==> config.mk <==
export PLATFORM = sky130hd
export DESIGN_NAME = asb_status_core
export DESIGN_NICKNAME = d
export VERILOG_FILES = /design/src/pkg/asb_pkg.sv /design/src/logic/asb_flag_alu.sv /design/src/logic/asb_prog_counter.sv /design/src/logic/asb_status_core.sv
export VERILOG_INCLUDE_DIRS = /design/src /design/src/pkg
export SDC_FILE = /design/constraint.sdc
export NUM_CORES = 1
export LEC_CHECK = 0
export CAP_MARGIN = 20
export CORE_MARGIN = 1.5
export CORE_UTILIZATION = 58
export DETAILED_ROUTE_END_ITERATION = 10
export DONT_BUFFER_PORTS = 1
export GPL_TIMING_DRIVEN = 0
export PLACE_DENSITY = 0.87
export SLEW_MARGIN = 20
export SYNTH_ARGS = -nofsm -noshare
export SYNTH_HDL_FRONTEND = slang
export SYNTH_SLANG_ARGS = --single-unit
==> constraint.sdc <==
create_clock -name clk -period 3.5 [get_ports clk]
set_input_delay 0.875 -clock clk [delete_from_list [all_inputs] [get_ports clk]]
set_output_delay 0.875 -clock clk [all_outputs]
set_load 0.1 [all_outputs]
==> src/pkg/asb_consts.svh <==
// offsets, field positions, reset values and vectors of the status core
`ifndef ASB_CONSTS_SVH
`define ASB_CONSTS_SVH
// register byte offsets
`define ASB_OFF_STATUS 8'h00
`define ASB_OFF_OP 8'h04
`define ASB_OFF_ACC 8'h08
`define ASB_OFF_FREG 8'h0C
`define ASB_OFF_PC 8'h10
`define ASB_OFF_BANK 8'h14
// status bit positions
`define ASB_B_IRP 7
`define ASB_B_RP1 6
`define ASB_B_RP0 5
`define ASB_B_TO 4
`define ASB_B_PD 3
`define ASB_B_Z 2
`define ASB_B_DC 1
`define ASB_B_C 0
// status reset value and write masks
`define ASB_STATUS_RST 8'h18
`define ASB_WR_MASK 8'hE7
`define ASB_CLR_MASK 8'hE0
// operation word fields
`define ASB_OPF_DEST 4
`define ASB_OPF_FSTAT 5
`define ASB_OPF_LIT_LSB 8
// program counter word fields
`define ASB_PCF_JUMP 16
`define ASB_PCF_STEP 17
`define ASB_PCF_IRQ 18
// program space and vectors
`define ASB_PC_W 13
`define ASB_PROG_WORDS 8192
`define ASB_RESET_VEC 13'h0000
`define ASB_IRQ_VEC 13'h0004
// bus responses
`define ASB_RESP_OKAY 2'h0
`define ASB_RESP_SLVERR 2'h2
`endif

==> src/pkg/asb_pkg.sv <==
// operation codes of the status core
package asb_pkg;
  typedef enum logic [3:0] {
    nop_op = 4'h0,
    add_acc_to_reg_op = 4'h1,
    add_literal_op = 4'h2,
    literal_minus_acc_op = 4'h3,
    reg_minus_acc_op = 4'h4,
    rotate_right_op = 4'h5,
    rotate_left_op = 4'h6,
    clear_reg_op = 4'h7,
    bit_clear_op = 4'h8,
    bit_set_op = 4'h9,
    nibble_exchange_op = 4'hA,
    store_acc_op = 4'hB,
    and_literal_op = 4'hC,
    wdog_clear_op = 4'hD,
    sleep_op = 4'hE
  } asb_op_e;
endpackage

==> src/logic/asb_flag_alu.sv <==
// arithmetic unit producing a result and the zero, nibble carry and carry flags
`timescale 1ns/1ps
module asb_flag_alu (
  // operation select
  input asb_pkg::asb_op_e op,
  // operands
  input logic [7:0] f_val,
  input logic [7:0] w_val,
  input logic [7:0] lit,
  input logic c_in,
  // result and flags
  output logic [7:0] res,
  output logic z,
  output logic dc,
  output logic c,
  output logic upd_z,
  output logic upd_dc,
  output logic upd_c
);
  logic use_lit;
  logic is_sub;
  logic is_arith;
  logic is_rot;
  logic [7:0] opa;
  logic [7:0] opb;
  logic [7:0] bit_mask;
  logic [8:0] sum;
  logic [4:0] nib;

  // operand selection, subtraction adds the two's complement of the accumulator
  assign use_lit = op == asb_pkg::add_literal_op || op == asb_pkg::literal_minus_acc_op;
  assign is_sub = op == asb_pkg::literal_minus_acc_op || op == asb_pkg::reg_minus_acc_op;
  assign is_arith = is_sub || op == asb_pkg::add_acc_to_reg_op
    || op == asb_pkg::add_literal_op;
  assign is_rot = op == asb_pkg::rotate_right_op || op == asb_pkg::rotate_left_op;
  assign opa = use_lit ? lit : f_val;
  assign opb = is_sub ? ~w_val : w_val;
  assign sum = {1'b0, opa} + {1'b0, opb} + {8'h00, is_sub};
  assign nib = {1'b0, opa[3:0]} + {1'b0, opb[3:0]} + {4'h0, is_sub};
  assign bit_mask = 8'h01 << lit[2:0];

  // result per operation
  always_comb
  begin
    case (op)
      asb_pkg::add_acc_to_reg_op,
      asb_pkg::add_literal_op,
      asb_pkg::literal_minus_acc_op,
      asb_pkg::reg_minus_acc_op: res = sum[7:0];
      asb_pkg::rotate_right_op: res = {c_in, f_val[7:1]};
      asb_pkg::rotate_left_op: res = {f_val[6:0], c_in};
      asb_pkg::clear_reg_op: res = 8'h00;
      asb_pkg::bit_clear_op: res = f_val & ~bit_mask;
      asb_pkg::bit_set_op: res = f_val | bit_mask;
      asb_pkg::nibble_exchange_op: res = {f_val[3:0], f_val[7:4]};
      asb_pkg::store_acc_op: res = w_val;
      asb_pkg::and_literal_op: res = w_val & lit;
      default: res = f_val;
    endcase
  end

  // flag values and the flags each operation owns
  assign z = res == 8'h00;
  assign dc = nib[4];
  assign c = is_arith ? sum[8] : (op == asb_pkg::rotate_right_op ? f_val[0] : f_val[7]);
  assign upd_z = is_arith || op == asb_pkg::clear_reg_op || op == asb_pkg::and_literal_op;
  assign upd_dc = is_arith;
  assign upd_c = is_arith || is_rot;
endmodule

==> src/logic/asb_prog_counter.sv <==
// program counter with wraparound and fixed reset and interrupt vectors
`timescale 1ns/1ps
`include "asb_consts.svh"
module asb_prog_counter #(
  parameter int PC_W = `ASB_PC_W,
  parameter int PROG_WORDS = `ASB_PROG_WORDS
) (
  // clock and reset
  input logic clk,
  input logic rstn,
  // sequencing controls
  input logic step,
  input logic jump,
  input logic [PC_W-1:0] target,
  input logic irq_take,
  // fetch address
  output logic [PC_W-1:0] pc
);
  localparam logic [PC_W-1:0] WRAP_MASK = PC_W'(PROG_WORDS - 1);
  localparam logic [PC_W-1:0] RST_ADDR = PC_W'(`ASB_RESET_VEC);
  localparam logic [PC_W-1:0] IRQ_ADDR = PC_W'(`ASB_IRQ_VEC);
  logic [PC_W-1:0] pc_r;
  logic [PC_W-1:0] pc_raw;
  logic [PC_W-1:0] pc_nxt;

  // vector beats jump, jump beats step; high bits fold back into memory
  assign pc_raw = irq_take ? IRQ_ADDR : jump ? target : step ? pc_r + PC_W'(1) : pc_r;
  assign pc_nxt = pc_raw & WRAP_MASK;
  assign pc = pc_r;

  // counter register, starts at the reset vector
  always_ff @(posedge clk)
  begin
    if (!rstn)
      pc_r <= RST_ADDR;
    else
      pc_r <= pc_nxt;
  end
endmodule

==> src/logic/asb_status_core.sv <==
// status register, bank select and program counter reached over axi4-lite
//
// Decided for this implementation: the AXI4-Lite slave port and the address map.
`timescale 1ns/1ps
`include "asb_consts.svh"

// Notes on behaviour
// - program counter is 13 bits, addressing up to 8K words.
// - fetch addresses above implemented memory wrap back into range.
// - fetch starts at word 0000h after reset; interrupts vector to 0004h.
// - any operation may name the status register as its destination.
// - zero, nibble carry and carry written by flag-owning operations come from result.
// - watchdog expiry and sleep entered flags are never changed by writes.
// - clearing status zeroes the bank bits, sets zero, keeps other bits.
// - bit clear, bit set, nibble exchange and store leave the flags alone unless status is their destination.
// - indirect bank bit selects 100h-1FFh when set, 00h-FFh when clear.
// - two direct bank bits select a 128-byte bank at 00h, 80h, 100h, 180h.
// - zero flag is set for a zero result and cleared otherwise.
// - nibble carry records carry out of bit 3; inverted borrow on subtract.
// - carry records carry out of bit 7; inverted borrow on subtract.
// - subtraction adds the two's complement; both carries come from that sum.
// - rotates load carry from the low or high source bit.
module asb_status_core #(
  parameter int PC_W = `ASB_PC_W,
  parameter int PROG_WORDS = `ASB_PROG_WORDS
) (
  // clock and reset
  input logic clk,
  input logic rstn,
  // axi4-lite write address
  input logic [7:0] s_axi_awaddr,
  input logic s_axi_awvalid,
  output logic s_axi_awready,
  // axi4-lite write data
  input logic [31:0] s_axi_wdata,
  input logic [3:0] s_axi_wstrb,
  input logic s_axi_wvalid,
  output logic s_axi_wready,
  // axi4-lite write response
  output logic [1:0] s_axi_bresp,
  output logic s_axi_bvalid,
  input logic s_axi_bready,
  // axi4-lite read address
  input logic [7:0] s_axi_araddr,
  input logic s_axi_arvalid,
  output logic s_axi_arready,
  // axi4-lite read data
  output logic [31:0] s_axi_rdata,
  output logic [1:0] s_axi_rresp,
  output logic s_axi_rvalid,
  input logic s_axi_rready,
  // core events
  input logic wdog_expire,
  // core outputs
  output logic [PC_W-1:0] fetch_addr,
  output logic [8:0] direct_bank_base,
  output logic [8:0] indirect_bank_base
);
  // write channel state
  logic aw_hold_r;
  logic w_hold_r;
  logic bvalid_r;
  logic [7:0] awaddr_r;
  logic [31:0] wdata_r;
  logic [3:0] wstrb_r;
  logic [1:0] bresp_r;
  // read channel state
  logic rvalid_r;
  logic [31:0] rdata_r;
  logic [1:0] rresp_r;
  // architectural state
  logic [7:0] status_r;
  logic [7:0] status_nxt;
  logic [7:0] acc_r;
  logic [7:0] acc_nxt;
  logic [7:0] freg_r;
  logic [7:0] freg_nxt;
  // decode and operation wires
  logic wr_fire;
  logic sel_status;
  logic sel_op;
  logic sel_acc;
  logic sel_freg;
  logic sel_pc;
  logic sel_bank;
  logic wr_known;
  logic st_wr;
  logic op_go;
  logic dest_file;
  logic fsel_status;
  logic st_dest;
  logic writes_acc;
  logic [7:0] lit;
  logic [7:0] f_val;
  asb_pkg::asb_op_e op;
  logic [7:0] alu_res;
  logic alu_z;
  logic alu_dc;
  logic alu_c;
  logic upd_z;
  logic upd_dc;
  logic upd_c;
  logic pc_step;
  logic pc_jump;
  logic pc_irq;
  logic rd_known;
  logic [31:0] rd_word;

  // write handshake: address and data are held until both are present
  assign s_axi_awready = !aw_hold_r && !bvalid_r;
  assign s_axi_wready = !w_hold_r && !bvalid_r;
  assign wr_fire = aw_hold_r && w_hold_r && !bvalid_r;
  assign s_axi_bvalid = bvalid_r;
  assign s_axi_bresp = bresp_r;

  // write address decode on the held address
  assign sel_status = awaddr_r == `ASB_OFF_STATUS;
  assign sel_op = awaddr_r == `ASB_OFF_OP;
  assign sel_acc = awaddr_r == `ASB_OFF_ACC;
  assign sel_freg = awaddr_r == `ASB_OFF_FREG;
  assign sel_pc = awaddr_r == `ASB_OFF_PC;
  assign sel_bank = awaddr_r == `ASB_OFF_BANK;
  assign wr_known = sel_status || sel_op || sel_acc || sel_freg || sel_pc || sel_bank;

  // write channel registers
  always_ff @(posedge clk)
  begin
    if (!rstn)
    begin
      aw_hold_r <= 1'b0;
      w_hold_r <= 1'b0;
      awaddr_r <= 8'h00;
      wdata_r <= 32'h00000000;
      wstrb_r <= 4'h0;
    end
    else
    begin
      if (s_axi_awvalid && s_axi_awready)
      begin
        aw_hold_r <= 1'b1;
        awaddr_r <= s_axi_awaddr;
      end
      else if (wr_fire)
        aw_hold_r <= 1'b0;
      if (s_axi_wvalid && s_axi_wready)
      begin
        w_hold_r <= 1'b1;
        wdata_r <= s_axi_wdata;
        wstrb_r <= s_axi_wstrb;
      end
      else if (wr_fire)
        w_hold_r <= 1'b0;
    end
  end

  // write response, unmapped offsets answer with slave error
  always_ff @(posedge clk)
  begin
    if (!rstn)
    begin
      bvalid_r <= 1'b0;
      bresp_r <= `ASB_RESP_OKAY;
    end
    else if (wr_fire)
    begin
      bvalid_r <= 1'b1;
      bresp_r <= wr_known ? `ASB_RESP_OKAY : `ASB_RESP_SLVERR;
    end
    else if (s_axi_bready)
      bvalid_r <= 1'b0;
  end

  // operation word fields
  assign op = asb_pkg::asb_op_e'(wdata_r[3:0]);
  assign dest_file = wdata_r[`ASB_OPF_DEST];
  assign fsel_status = wdata_r[`ASB_OPF_FSTAT];
  assign lit = wdata_r[`ASB_OPF_LIT_LSB +: 8];
  assign op_go = wr_fire && sel_op && wstrb_r[0];
  assign st_wr = wr_fire && sel_status && wstrb_r[0];
  assign st_dest = dest_file && fsel_status;
  assign f_val = fsel_status ? status_r : freg_r;
  assign writes_acc = op != asb_pkg::nop_op && op != asb_pkg::wdog_clear_op
    && op != asb_pkg::sleep_op;

  // arithmetic unit
  asb_flag_alu u_alu (
    .op(op),
    .f_val(f_val),
    .w_val(acc_r),
    .lit(lit),
    .c_in(status_r[`ASB_B_C]),
    .res(alu_res),
    .z(alu_z),
    .dc(alu_dc),
    .c(alu_c),
    .upd_z(upd_z),
    .upd_dc(upd_dc),
    .upd_c(upd_c)
  );

  // next status: masked writes, flags from the unit, reset cause flags
  always_comb
  begin
    status_nxt = status_r;
    if (st_wr)
      status_nxt = (status_r & ~`ASB_WR_MASK) | (wdata_r[7:0] & `ASB_WR_MASK);
    if (op_go)
    begin
      if (st_dest && op == asb_pkg::clear_reg_op)
        status_nxt = (status_r & ~`ASB_CLR_MASK) | (alu_res & `ASB_CLR_MASK);
      else if (st_dest)
        status_nxt = (status_r & ~`ASB_WR_MASK) | (alu_res & `ASB_WR_MASK);
      if (upd_z)
        status_nxt[`ASB_B_Z] = alu_z;
      if (upd_dc)
        status_nxt[`ASB_B_DC] = alu_dc;
      if (upd_c)
        status_nxt[`ASB_B_C] = alu_c;
      if (op == asb_pkg::wdog_clear_op)
      begin
        status_nxt[`ASB_B_TO] = 1'b1;
        status_nxt[`ASB_B_PD] = 1'b1;
      end
      if (op == asb_pkg::sleep_op)
      begin
        status_nxt[`ASB_B_TO] = 1'b1;
        status_nxt[`ASB_B_PD] = 1'b0;
      end
    end
    if (wdog_expire)
      status_nxt[`ASB_B_TO] = 1'b0;
  end

  // next accumulator and file register
  assign acc_nxt = (wr_fire && sel_acc && wstrb_r[0]) ? wdata_r[7:0]
    : (op_go && !dest_file && writes_acc) ? alu_res : acc_r;
  assign freg_nxt = (wr_fire && sel_freg && wstrb_r[0]) ? wdata_r[7:0]
    : (op_go && dest_file && !fsel_status && writes_acc) ? alu_res : freg_r;

  // architectural registers, power-up sets both reset cause flags
  always_ff @(posedge clk)
  begin
    if (!rstn)
    begin
      status_r <= `ASB_STATUS_RST;
      acc_r <= 8'h00;
      freg_r <= 8'h00;
    end
    else
    begin
      status_r <= status_nxt;
      acc_r <= acc_nxt;
      freg_r <= freg_nxt;
    end
  end

  // bank bases for direct and indirect data addressing
  assign direct_bank_base = {status_r[`ASB_B_RP1], status_r[`ASB_B_RP0], 7'h00};
  assign indirect_bank_base = {status_r[`ASB_B_IRP], 8'h00};

  // program counter controls; each executed operation advances fetch
  assign pc_jump = wr_fire && sel_pc && wstrb_r[2] && wdata_r[`ASB_PCF_JUMP];
  assign pc_irq = wr_fire && sel_pc && wstrb_r[2] && wdata_r[`ASB_PCF_IRQ];
  assign pc_step = op_go || (wr_fire && sel_pc && wstrb_r[2] && wdata_r[`ASB_PCF_STEP]);

  asb_prog_counter #(
    .PC_W(PC_W),
    .PROG_WORDS(PROG_WORDS)
  ) u_pc (
    .clk(clk),
    .rstn(rstn),
    .step(pc_step),
    .jump(pc_jump),
    .target(wdata_r[PC_W-1:0]),
    .irq_take(pc_irq),
    .pc(fetch_addr)
  );

  // read decode and data select
  assign rd_known = s_axi_araddr == `ASB_OFF_STATUS || s_axi_araddr == `ASB_OFF_OP
    || s_axi_araddr == `ASB_OFF_ACC || s_axi_araddr == `ASB_OFF_FREG
    || s_axi_araddr == `ASB_OFF_PC || s_axi_araddr == `ASB_OFF_BANK;
  assign rd_word = (s_axi_araddr == `ASB_OFF_STATUS) ? {24'h000000, status_r}
    : (s_axi_araddr == `ASB_OFF_ACC) ? {24'h000000, acc_r}
    : (s_axi_araddr == `ASB_OFF_FREG) ? {24'h000000, freg_r}
    : (s_axi_araddr == `ASB_OFF_PC) ? 32'(fetch_addr)
    : (s_axi_araddr == `ASB_OFF_BANK)
      ? {7'h00, indirect_bank_base, 7'h00, direct_bank_base}
    : 32'h00000000;
  assign s_axi_arready = !rvalid_r;
  assign s_axi_rvalid = rvalid_r;
  assign s_axi_rdata = rdata_r;
  assign s_axi_rresp = rresp_r;

  // read channel registers
  always_ff @(posedge clk)
  begin
    if (!rstn)
    begin
      rvalid_r <= 1'b0;
      rdata_r <= 32'h00000000;
      rresp_r <= `ASB_RESP_OKAY;
    end
    else if (s_axi_arvalid && s_axi_arready)
    begin
      rvalid_r <= 1'b1;
      rdata_r <= rd_word;
      rresp_r <= rd_known ? `ASB_RESP_OKAY : `ASB_RESP_SLVERR;
    end
    else if (s_axi_rready)
      rvalid_r <= 1'b0;
  end
endmodule

# Yosys cells after proc, flatten, opt, wreduce, memory -nomap -nowiden
# Cells that the tools add are included.
[word_totals]
word_cells = 161
reg_bits = 107
out_inout_bits = 72
input_bits = 60
[classes]
eq_ne = 26
shift = 1
bitwise_logic = 9
n_reduce_logical = 68
muxes = 37
add_sub_neg = 5
[ops]
columns = ["cell", "count"]
rows = [
  ["2-to-1 mux 25 bit", 5],
  ["2-to-1 mux 8 bit", 11],
  ["case mux 8 bit (9 select lines)", 1],
  ["== test 8 x 4 -> 1 bit (second input constant)", 4],
  ["== test 8 x 5 -> 1 bit (second input constant)", 4],
  ["logical AND 1 bit", 29],
  ["== test 4 bit (second input constant)", 7],
  ["2-to-1 mux 13 bit", 2],
  ["logical NOT 8 bit", 3],
  ["OR 5 x 8 -> 8 bit", 3],
  ["logical OR 1 bit", 19],
  ["bitwise AND 8 bit", 2],
  ["== test 4 x 3 -> 1 bit (second input constant)", 4],
  ["== test 8 x 3 -> 1 bit (second input constant)", 2],
  ["inverter 8 bit", 2],
  ["nonzero test 2 bit", 7],
  ["adder 13 x 1 -> 13 bit (second input constant)", 1],
  ["2-to-1 mux 1 bit", 13],
  ["adder 8 x 8 -> 9 bit", 1],
  ["adder 9 x 1 -> 9 bit", 1],
  ["== test 4 x 2 -> 1 bit (second input constant)", 2],
  ["2-to-1 mux 2 bit", 4],
  ["inequality test 4 bit (second input constant)", 2],
  ["OR 8 bit", 1],
  ["other kinds (11)", 16],
]

# Longest topological paths before layout
[depth]
ltp_word = 13
ltp_mapped = 15
depth_no_buf = 12

# Hierarchy
# From an unflattened synthesis, not the netlist that was laid out.
[unflattened]
hier_cells = 758
area_unflattened_um2 = 5899.4
[modules_own_cells]
columns = ["mod", "area_each_um2", "n_inst", "seq_area_each_um2", "cells_per_inst"]
rows = [
  ["asb_status_core", 3777.4, 1, 1461.4, 469],
  ["asb_flag_alu", 1406.3, 1, 0.0, 205],
  ["asb_prog_counter", 715.7, 1, 260.2, 84],
]

# Worst setup path after synthesis
# OpenSTA, ideal clock, no wires.
[synth_path]
path_kind = "register -> register"
startpoint = "register wdata_r[3]"
endpoint = "register status_r[2]"
path_stages_with_launch = 15
slack_ns = 0.051
t_required_ns = 3.404
synth_period_minus_slack_ns = 3.449
setup_time_ns = 0.096
n_path_buf = 4
arrival_time_ns = 3.353
cell_sequence = "dfxtp_1 > buf_4 > buf_2 > buf_1 > clkbuf_1 > a21oi_2 > xor2_1 > ha_1 > nor2b_1 > o31a_1 > a31oi_1 > or3_1 > a32oi_1 > or3b_1 > o41ai_2"
[synth_via]
elab_chain_len = 11
word_cells_on_any_way = 31
classes_between = "2 x add/sub; 12 x eq/ne; 7 x mux; 1 x bitwise; 9 x reduce/logical"
[synth_rtl]
columns = ["element", "line", "source"]
rows = [
  ["start, declared", "asb_status_core.sv:64", "logic [31:0] wdata_r;"],
  ["start signal, assigned", "asb_status_core.sv:148", "wdata_r <= s_axi_wdata;"],
  ["== test 4 x 2 -> 1 bit (tied with other cells)", "asb_flag_alu.sv:31, asb_flag_alu.sv:34, asb_flag_alu.sv:45", ""],
  ["logical OR 1 bit, on equally long branches", "asb_flag_alu.sv:31, asb_flag_alu.sv:32", ""],
  ["2-to-1 mux 8 bit, on equally long branches", "asb_flag_alu.sv:36, asb_flag_alu.sv:37", ""],
  ["adder 8 x 8 -> 9 bit", "asb_flag_alu.sv:38", "assign sum = {1'b0, opa} + {1'b0, opb} + {8'h00, is_sub};"],
  ["adder 9 x 1 -> 9 bit", "asb_flag_alu.sv:38", ""],
  ["case mux 8 bit (9 select lines)", "asb_flag_alu.sv:45", "case (op)"],
  ["OR 5 x 8 -> 8 bit", "asb_status_core.sv:212", "status_nxt = (status_r & ~`ASB_WR_MASK) | (alu_res & `ASB_WR_MASK);"],
  ["2-to-1 mux 8 bit", "asb_status_core.sv:211", "else if (st_dest)"],
  ["2-to-1 mux 8 bit", "asb_status_core.sv:209", "if (st_dest && op == asb_pkg::clear_reg_op)"],
  ["2-to-1 mux 1 bit (*)", "asb_status_core.sv:213", "if (upd_z)"],
  ["2-to-1 mux 8 bit (*)", "asb_status_core.sv:207", "if (op_go)"],
  ["end signal, assigned", "asb_status_core.sv:245", "status_r <= `ASB_STATUS_RST;"],
  ["end signal, assigned", "asb_status_core.sv:251", "status_r <= status_nxt;"],
  ["end, declared", "asb_status_core.sv:72", "logic [7:0] status_r;"],
]
# Mark *: on every way between the ends. The rest lies on a longest branch, timed or not.
# A chain may end at the register's enable or synchronous reset.

# Worst setup path after layout
[layout_path]
startpoint = "register wdata_r[2]"
endpoint = "register status_r[2]"
[layout_via]
elab_chain_len = 11
word_cells_on_any_way = 33
classes_between = "2 x add/sub; 12 x eq/ne; 8 x mux; 2 x bitwise; 9 x reduce/logical"
[layout_rtl]
columns = ["element", "line"]
rows = [
  ["== test 4 x 2 -> 1 bit (tied with other cells)", "asb_flag_alu.sv:31, asb_flag_alu.sv:34, asb_flag_alu.sv:45"],
  ["logical OR 1 bit, on equally long branches", "asb_flag_alu.sv:31, asb_flag_alu.sv:32"],
  ["2-to-1 mux 8 bit, on equally long branches", "asb_flag_alu.sv:36, asb_flag_alu.sv:37"],
  ["adder 8 x 8 -> 9 bit", "asb_flag_alu.sv:38"],
  ["adder 9 x 1 -> 9 bit", "asb_flag_alu.sv:38"],
  ["case mux 8 bit (9 select lines)", "asb_flag_alu.sv:45"],
  ["OR 5 x 8 -> 8 bit", "asb_status_core.sv:212"],
  ["2-to-1 mux 8 bit", "asb_status_core.sv:211"],
  ["2-to-1 mux 8 bit", "asb_status_core.sv:209"],
  ["2-to-1 mux 1 bit", "asb_status_core.sv:213"],
  ["2-to-1 mux 8 bit (*)", "asb_status_core.sv:207"],
]
# Marks and branches as above.

==> summary.md <==
| Metric | Value |
|---|---|
| Status | complete, but fails checks |
| Failing checks | setup timing |
| Async S/R FF share, synth | 0% |
| Max-cap violations | 0 |
| Startpoint Class | flip-flop |
| Internal Power | 1700 uW |
| Worst Tran Pin Value | 1.19 ns |
| Area of the multi-input gates | 3890 sq um |
| Worst EP required | 3.77 ns |
| Yosys top cell area share | 29.0% |
| Post-synth top area cell | dfxtp_1 |
| Drt total wl | 19500 microns |
| Sequential area share after synthesis | 29.0% |
| Fin area | 6730 sq um |
| Min Tclk post-route | 3.58 ns |
| CTS Hold Bufs | 0 |
| Die Footprint | 10900 sq um |
| H-tree lvl count | 3 |
| Syn-to-layout area delta | 13.3% |
| CP Capture Type | flip-flop |
| Dpl hpwl | 14300 microns |
| Mapped cell area | 5940 sq um |
| Count leader, synth | nand2_1 |
| Min Hold Slack | 0.474 ns |
| Nets | 915 |
| Largest net degree at the start of global routing | 20 |
| Switch Pwr | 985 uW |
| # clock sinks | 86 |
| Clk buf depth | 2 |
| IO buf count | 0 |
| Diode count | 0 |
| TritonCTS Buffers | 9 |
| Gr ovfl total | 0 |
| Router iterations before antenna repair | 6 |
| Drt wl/cell | 19.8 microns |
| Most used DFF post-synth | dfxtp_1 |
| Synth unique cells | 81 |
| Final setup fails | 1 |
| Global-route usage over all layers | 35.5% |
| Initial core utilization | 60.2% |
| Ranking of synthesized cells by area | dfxtp_1, nand2_1, a21oi_1, buf_4, nor2_1 |
| Final period util | 102% |
| RD Place Congestion | 1.01 |
| Combinational share of power | 25.4% |
| Chip width | 104 microns |
| Leakage | 0.00251 uW |
| First-pass GRT wire length | 30400 microns |
| Setup CP Type | reg -> reg |
| Yosys reg bits | 86 |
| Rel. slew slack | 20.4% |
| Achievable Freq | 279 MHz |
| Flop pwr share | 41.6% |
| RSZ-0062 raised after global routing | yes |
| CP arrival | 3.85 ns |
| Clock-pin slew on the worst setup and hold paths | 0.10 ns |
| Chip Height | 104 microns |
| Hold crit path type | reg -> reg |
| Placed inst area | 6290 sq um |
| Via count | 6322 |
| Fin. Hold Viols | 0 |
| IR drop worst, VDD | 397 uV |
| Post-synth EDFFs | 0 |
| DRC | 0 |
| TritonCTS clock tree | built |
| Synthesized area per cell | 7.51 sq um |
| Routed vias/inst | 6.42 |
| Register Area | 1740 sq um |
| Area of the core | 9860 sq um |
| Antenna Nets Post-Route | 0 |
| Num rows | 36 |
| Root Driver | clkbuf_8 |
| Layout cells sized above 1 | 15.4% |
| Final TNS setup | -0.0833 ns |
| Synthesis warning total | 0 |
| Sw frac | 36.6% |
| Fin. max-slew vios | 0 |
| Worst setup margin | -0.0833 ns |
| Vias in the first global route | 5748 |
| Initial antenna violation count | 0 |
| Synth top cells by count | nand2_1, a21oi_1, dfxtp_1 |
| Clock latency on the worst-skew pair | 0.37 ns |
| Clock skew | 0.0133 ns |
| Clock power frac | 33.0% |
| 1st-iter DRT viols | 717 |
| Filler cell count | 843 |
| IO Pins | 132 |
| Cell Pwr Density | 399 nW/um^2 |
| Synth Instances | 791 |
| CP max FO | 7 |
[power groups by stage]
stage | logic, uW | registers, uW | clock network (uW)
floorplan | 521 | 1120 | 0
global placement | 619 | 1140 | 0
detailed placement | 639 | 1140 | 0
CTS | 654 | 1120 | 890
global route | 725 | 1120 | 924
finish | 684 | 1120 | 888
[state kept, by name, summed over array words and instances, names as in the netlist]
signal,cells
acc_r,8
s_axi_rvalid,1
s_axi_rdata,14
u_pc.pc,13
freg_r,8
wdata_r,19
s_axi_bvalid,1
wstrb_r,2
w_hold_r,1
aw_hold_r,1
status_r,8
s_axi_bresp,1
s_axi_rresp,1
awaddr_r,8
[critical path: stages, from the launching register on]
cell       delay, ns
dfxtp_4         0.39
or3b_4          0.43
a21oi_4         0.30
xor2_1          0.27
ha_2            0.36
nor2b_1         0.14
o31a_1          0.32
xnor2_2         0.27
o2111ai_2       0.21
nor4_1          0.36
nand2b_1        0.15
o41ai_2         0.29
[layer usage]
layer  wire length [microns]  up-vias  track usage (%)
li1                        -     2931                -
met1                    7720     2888             45.9
met2                    8520      421             54.6
met3                    2330       82             9.46
met4                     950        0             17.7
met5                       0        -                0
[per-stage QoR]
step	setup WS, ns	std cells	util [%]	total power (uW)
after global routing	-0.110	984	68.3	2770
final	-0.0833	984	68.3	2690
after CTS	0.0179	981	67.2	2660
after global placement	-0.758	958	63.2	1760
after floorplan	0.0511	825	-	1650
after detailed placement	-0.825	962	63.8	1780
[logic make-up after synthesis]
logic type,after synthesis,synth area share (%)
simple gates,300,25.3
compound gates,251,27.8
buf+inv,106,9.33
flops,86,29.0
mux,27,4.82
xor+xnor,11,1.62
fa+ha+maj,9,2.02
other cells,1,0.0631
[layout make-up]
cell class | count | share of cell area [%]
plain buffers | 85 | 7.19
clock inverters | 6 | 1.75
well taps | 133 | 2.47
repair buffers | 14 | 1.93
clock buffers | 10 | 2.04
flip-flops and latches | 86 | 25.8
multi-input cells | 633 | 57.9
inverters | 17 | 0.948
[layout by cell type, fill, tap and decap left out, types with 4 or more instances in the layout]
cell	n
a2bb2oi_1	5
nor4_1	6
o21ai_0	34
clkbuf_8	10
a31oi_1	6
nand2_1	125
buf_1	6
dfxtp_2	7
nor3_1	14
a21oi_1	89
buf_2	7
or3_1	7
a211oi_1	12
o31ai_1	6
ha_1	7
nor3b_1	8
mux2i_1	12
and3_1	6
a22oi_1	21
o211ai_1	5
clkbuf_1	32
nor2b_1	7
and3b_1	4
buf_4	50
inv_1	17
nor2_1	55
a222oi_1	7
a21boi_0	4
mux2_2	13
nand2b_1	10
xor2_1	7
conb_1	35
nand3_1	20
nand4_1	4
o22ai_1	11
and2_1	5
o21a_1	6
dfxtp_1	77
[worst paths after layout]
kind / slack (ns) / depth (start not counted) / startpoint / to
worst max-delay path: -0.08 / 11 / wdata_r[2] / status_r[2]
worst min-delay path: 0.47 / 2 / wdata_r[17] / wdata_r[17]
worst max register to register: -0.08 / 11 / wdata_r[2] / status_r[2]
worst min register to register: 0.47 / 2 / wdata_r[17] / wdata_r[17]
[timing repair]
| action | 4_1_cts | 5_1_grt |
|---|---|---|
| buffers inserted | 5 | 5 |
| resized for setup | 13 | 19 |
| cloned | 0 | 0 |
| pin swaps | 3 | 8 |
| endpoints found under the setup margin | 20 | 10 |
Power figures use the tool's default switching activity.
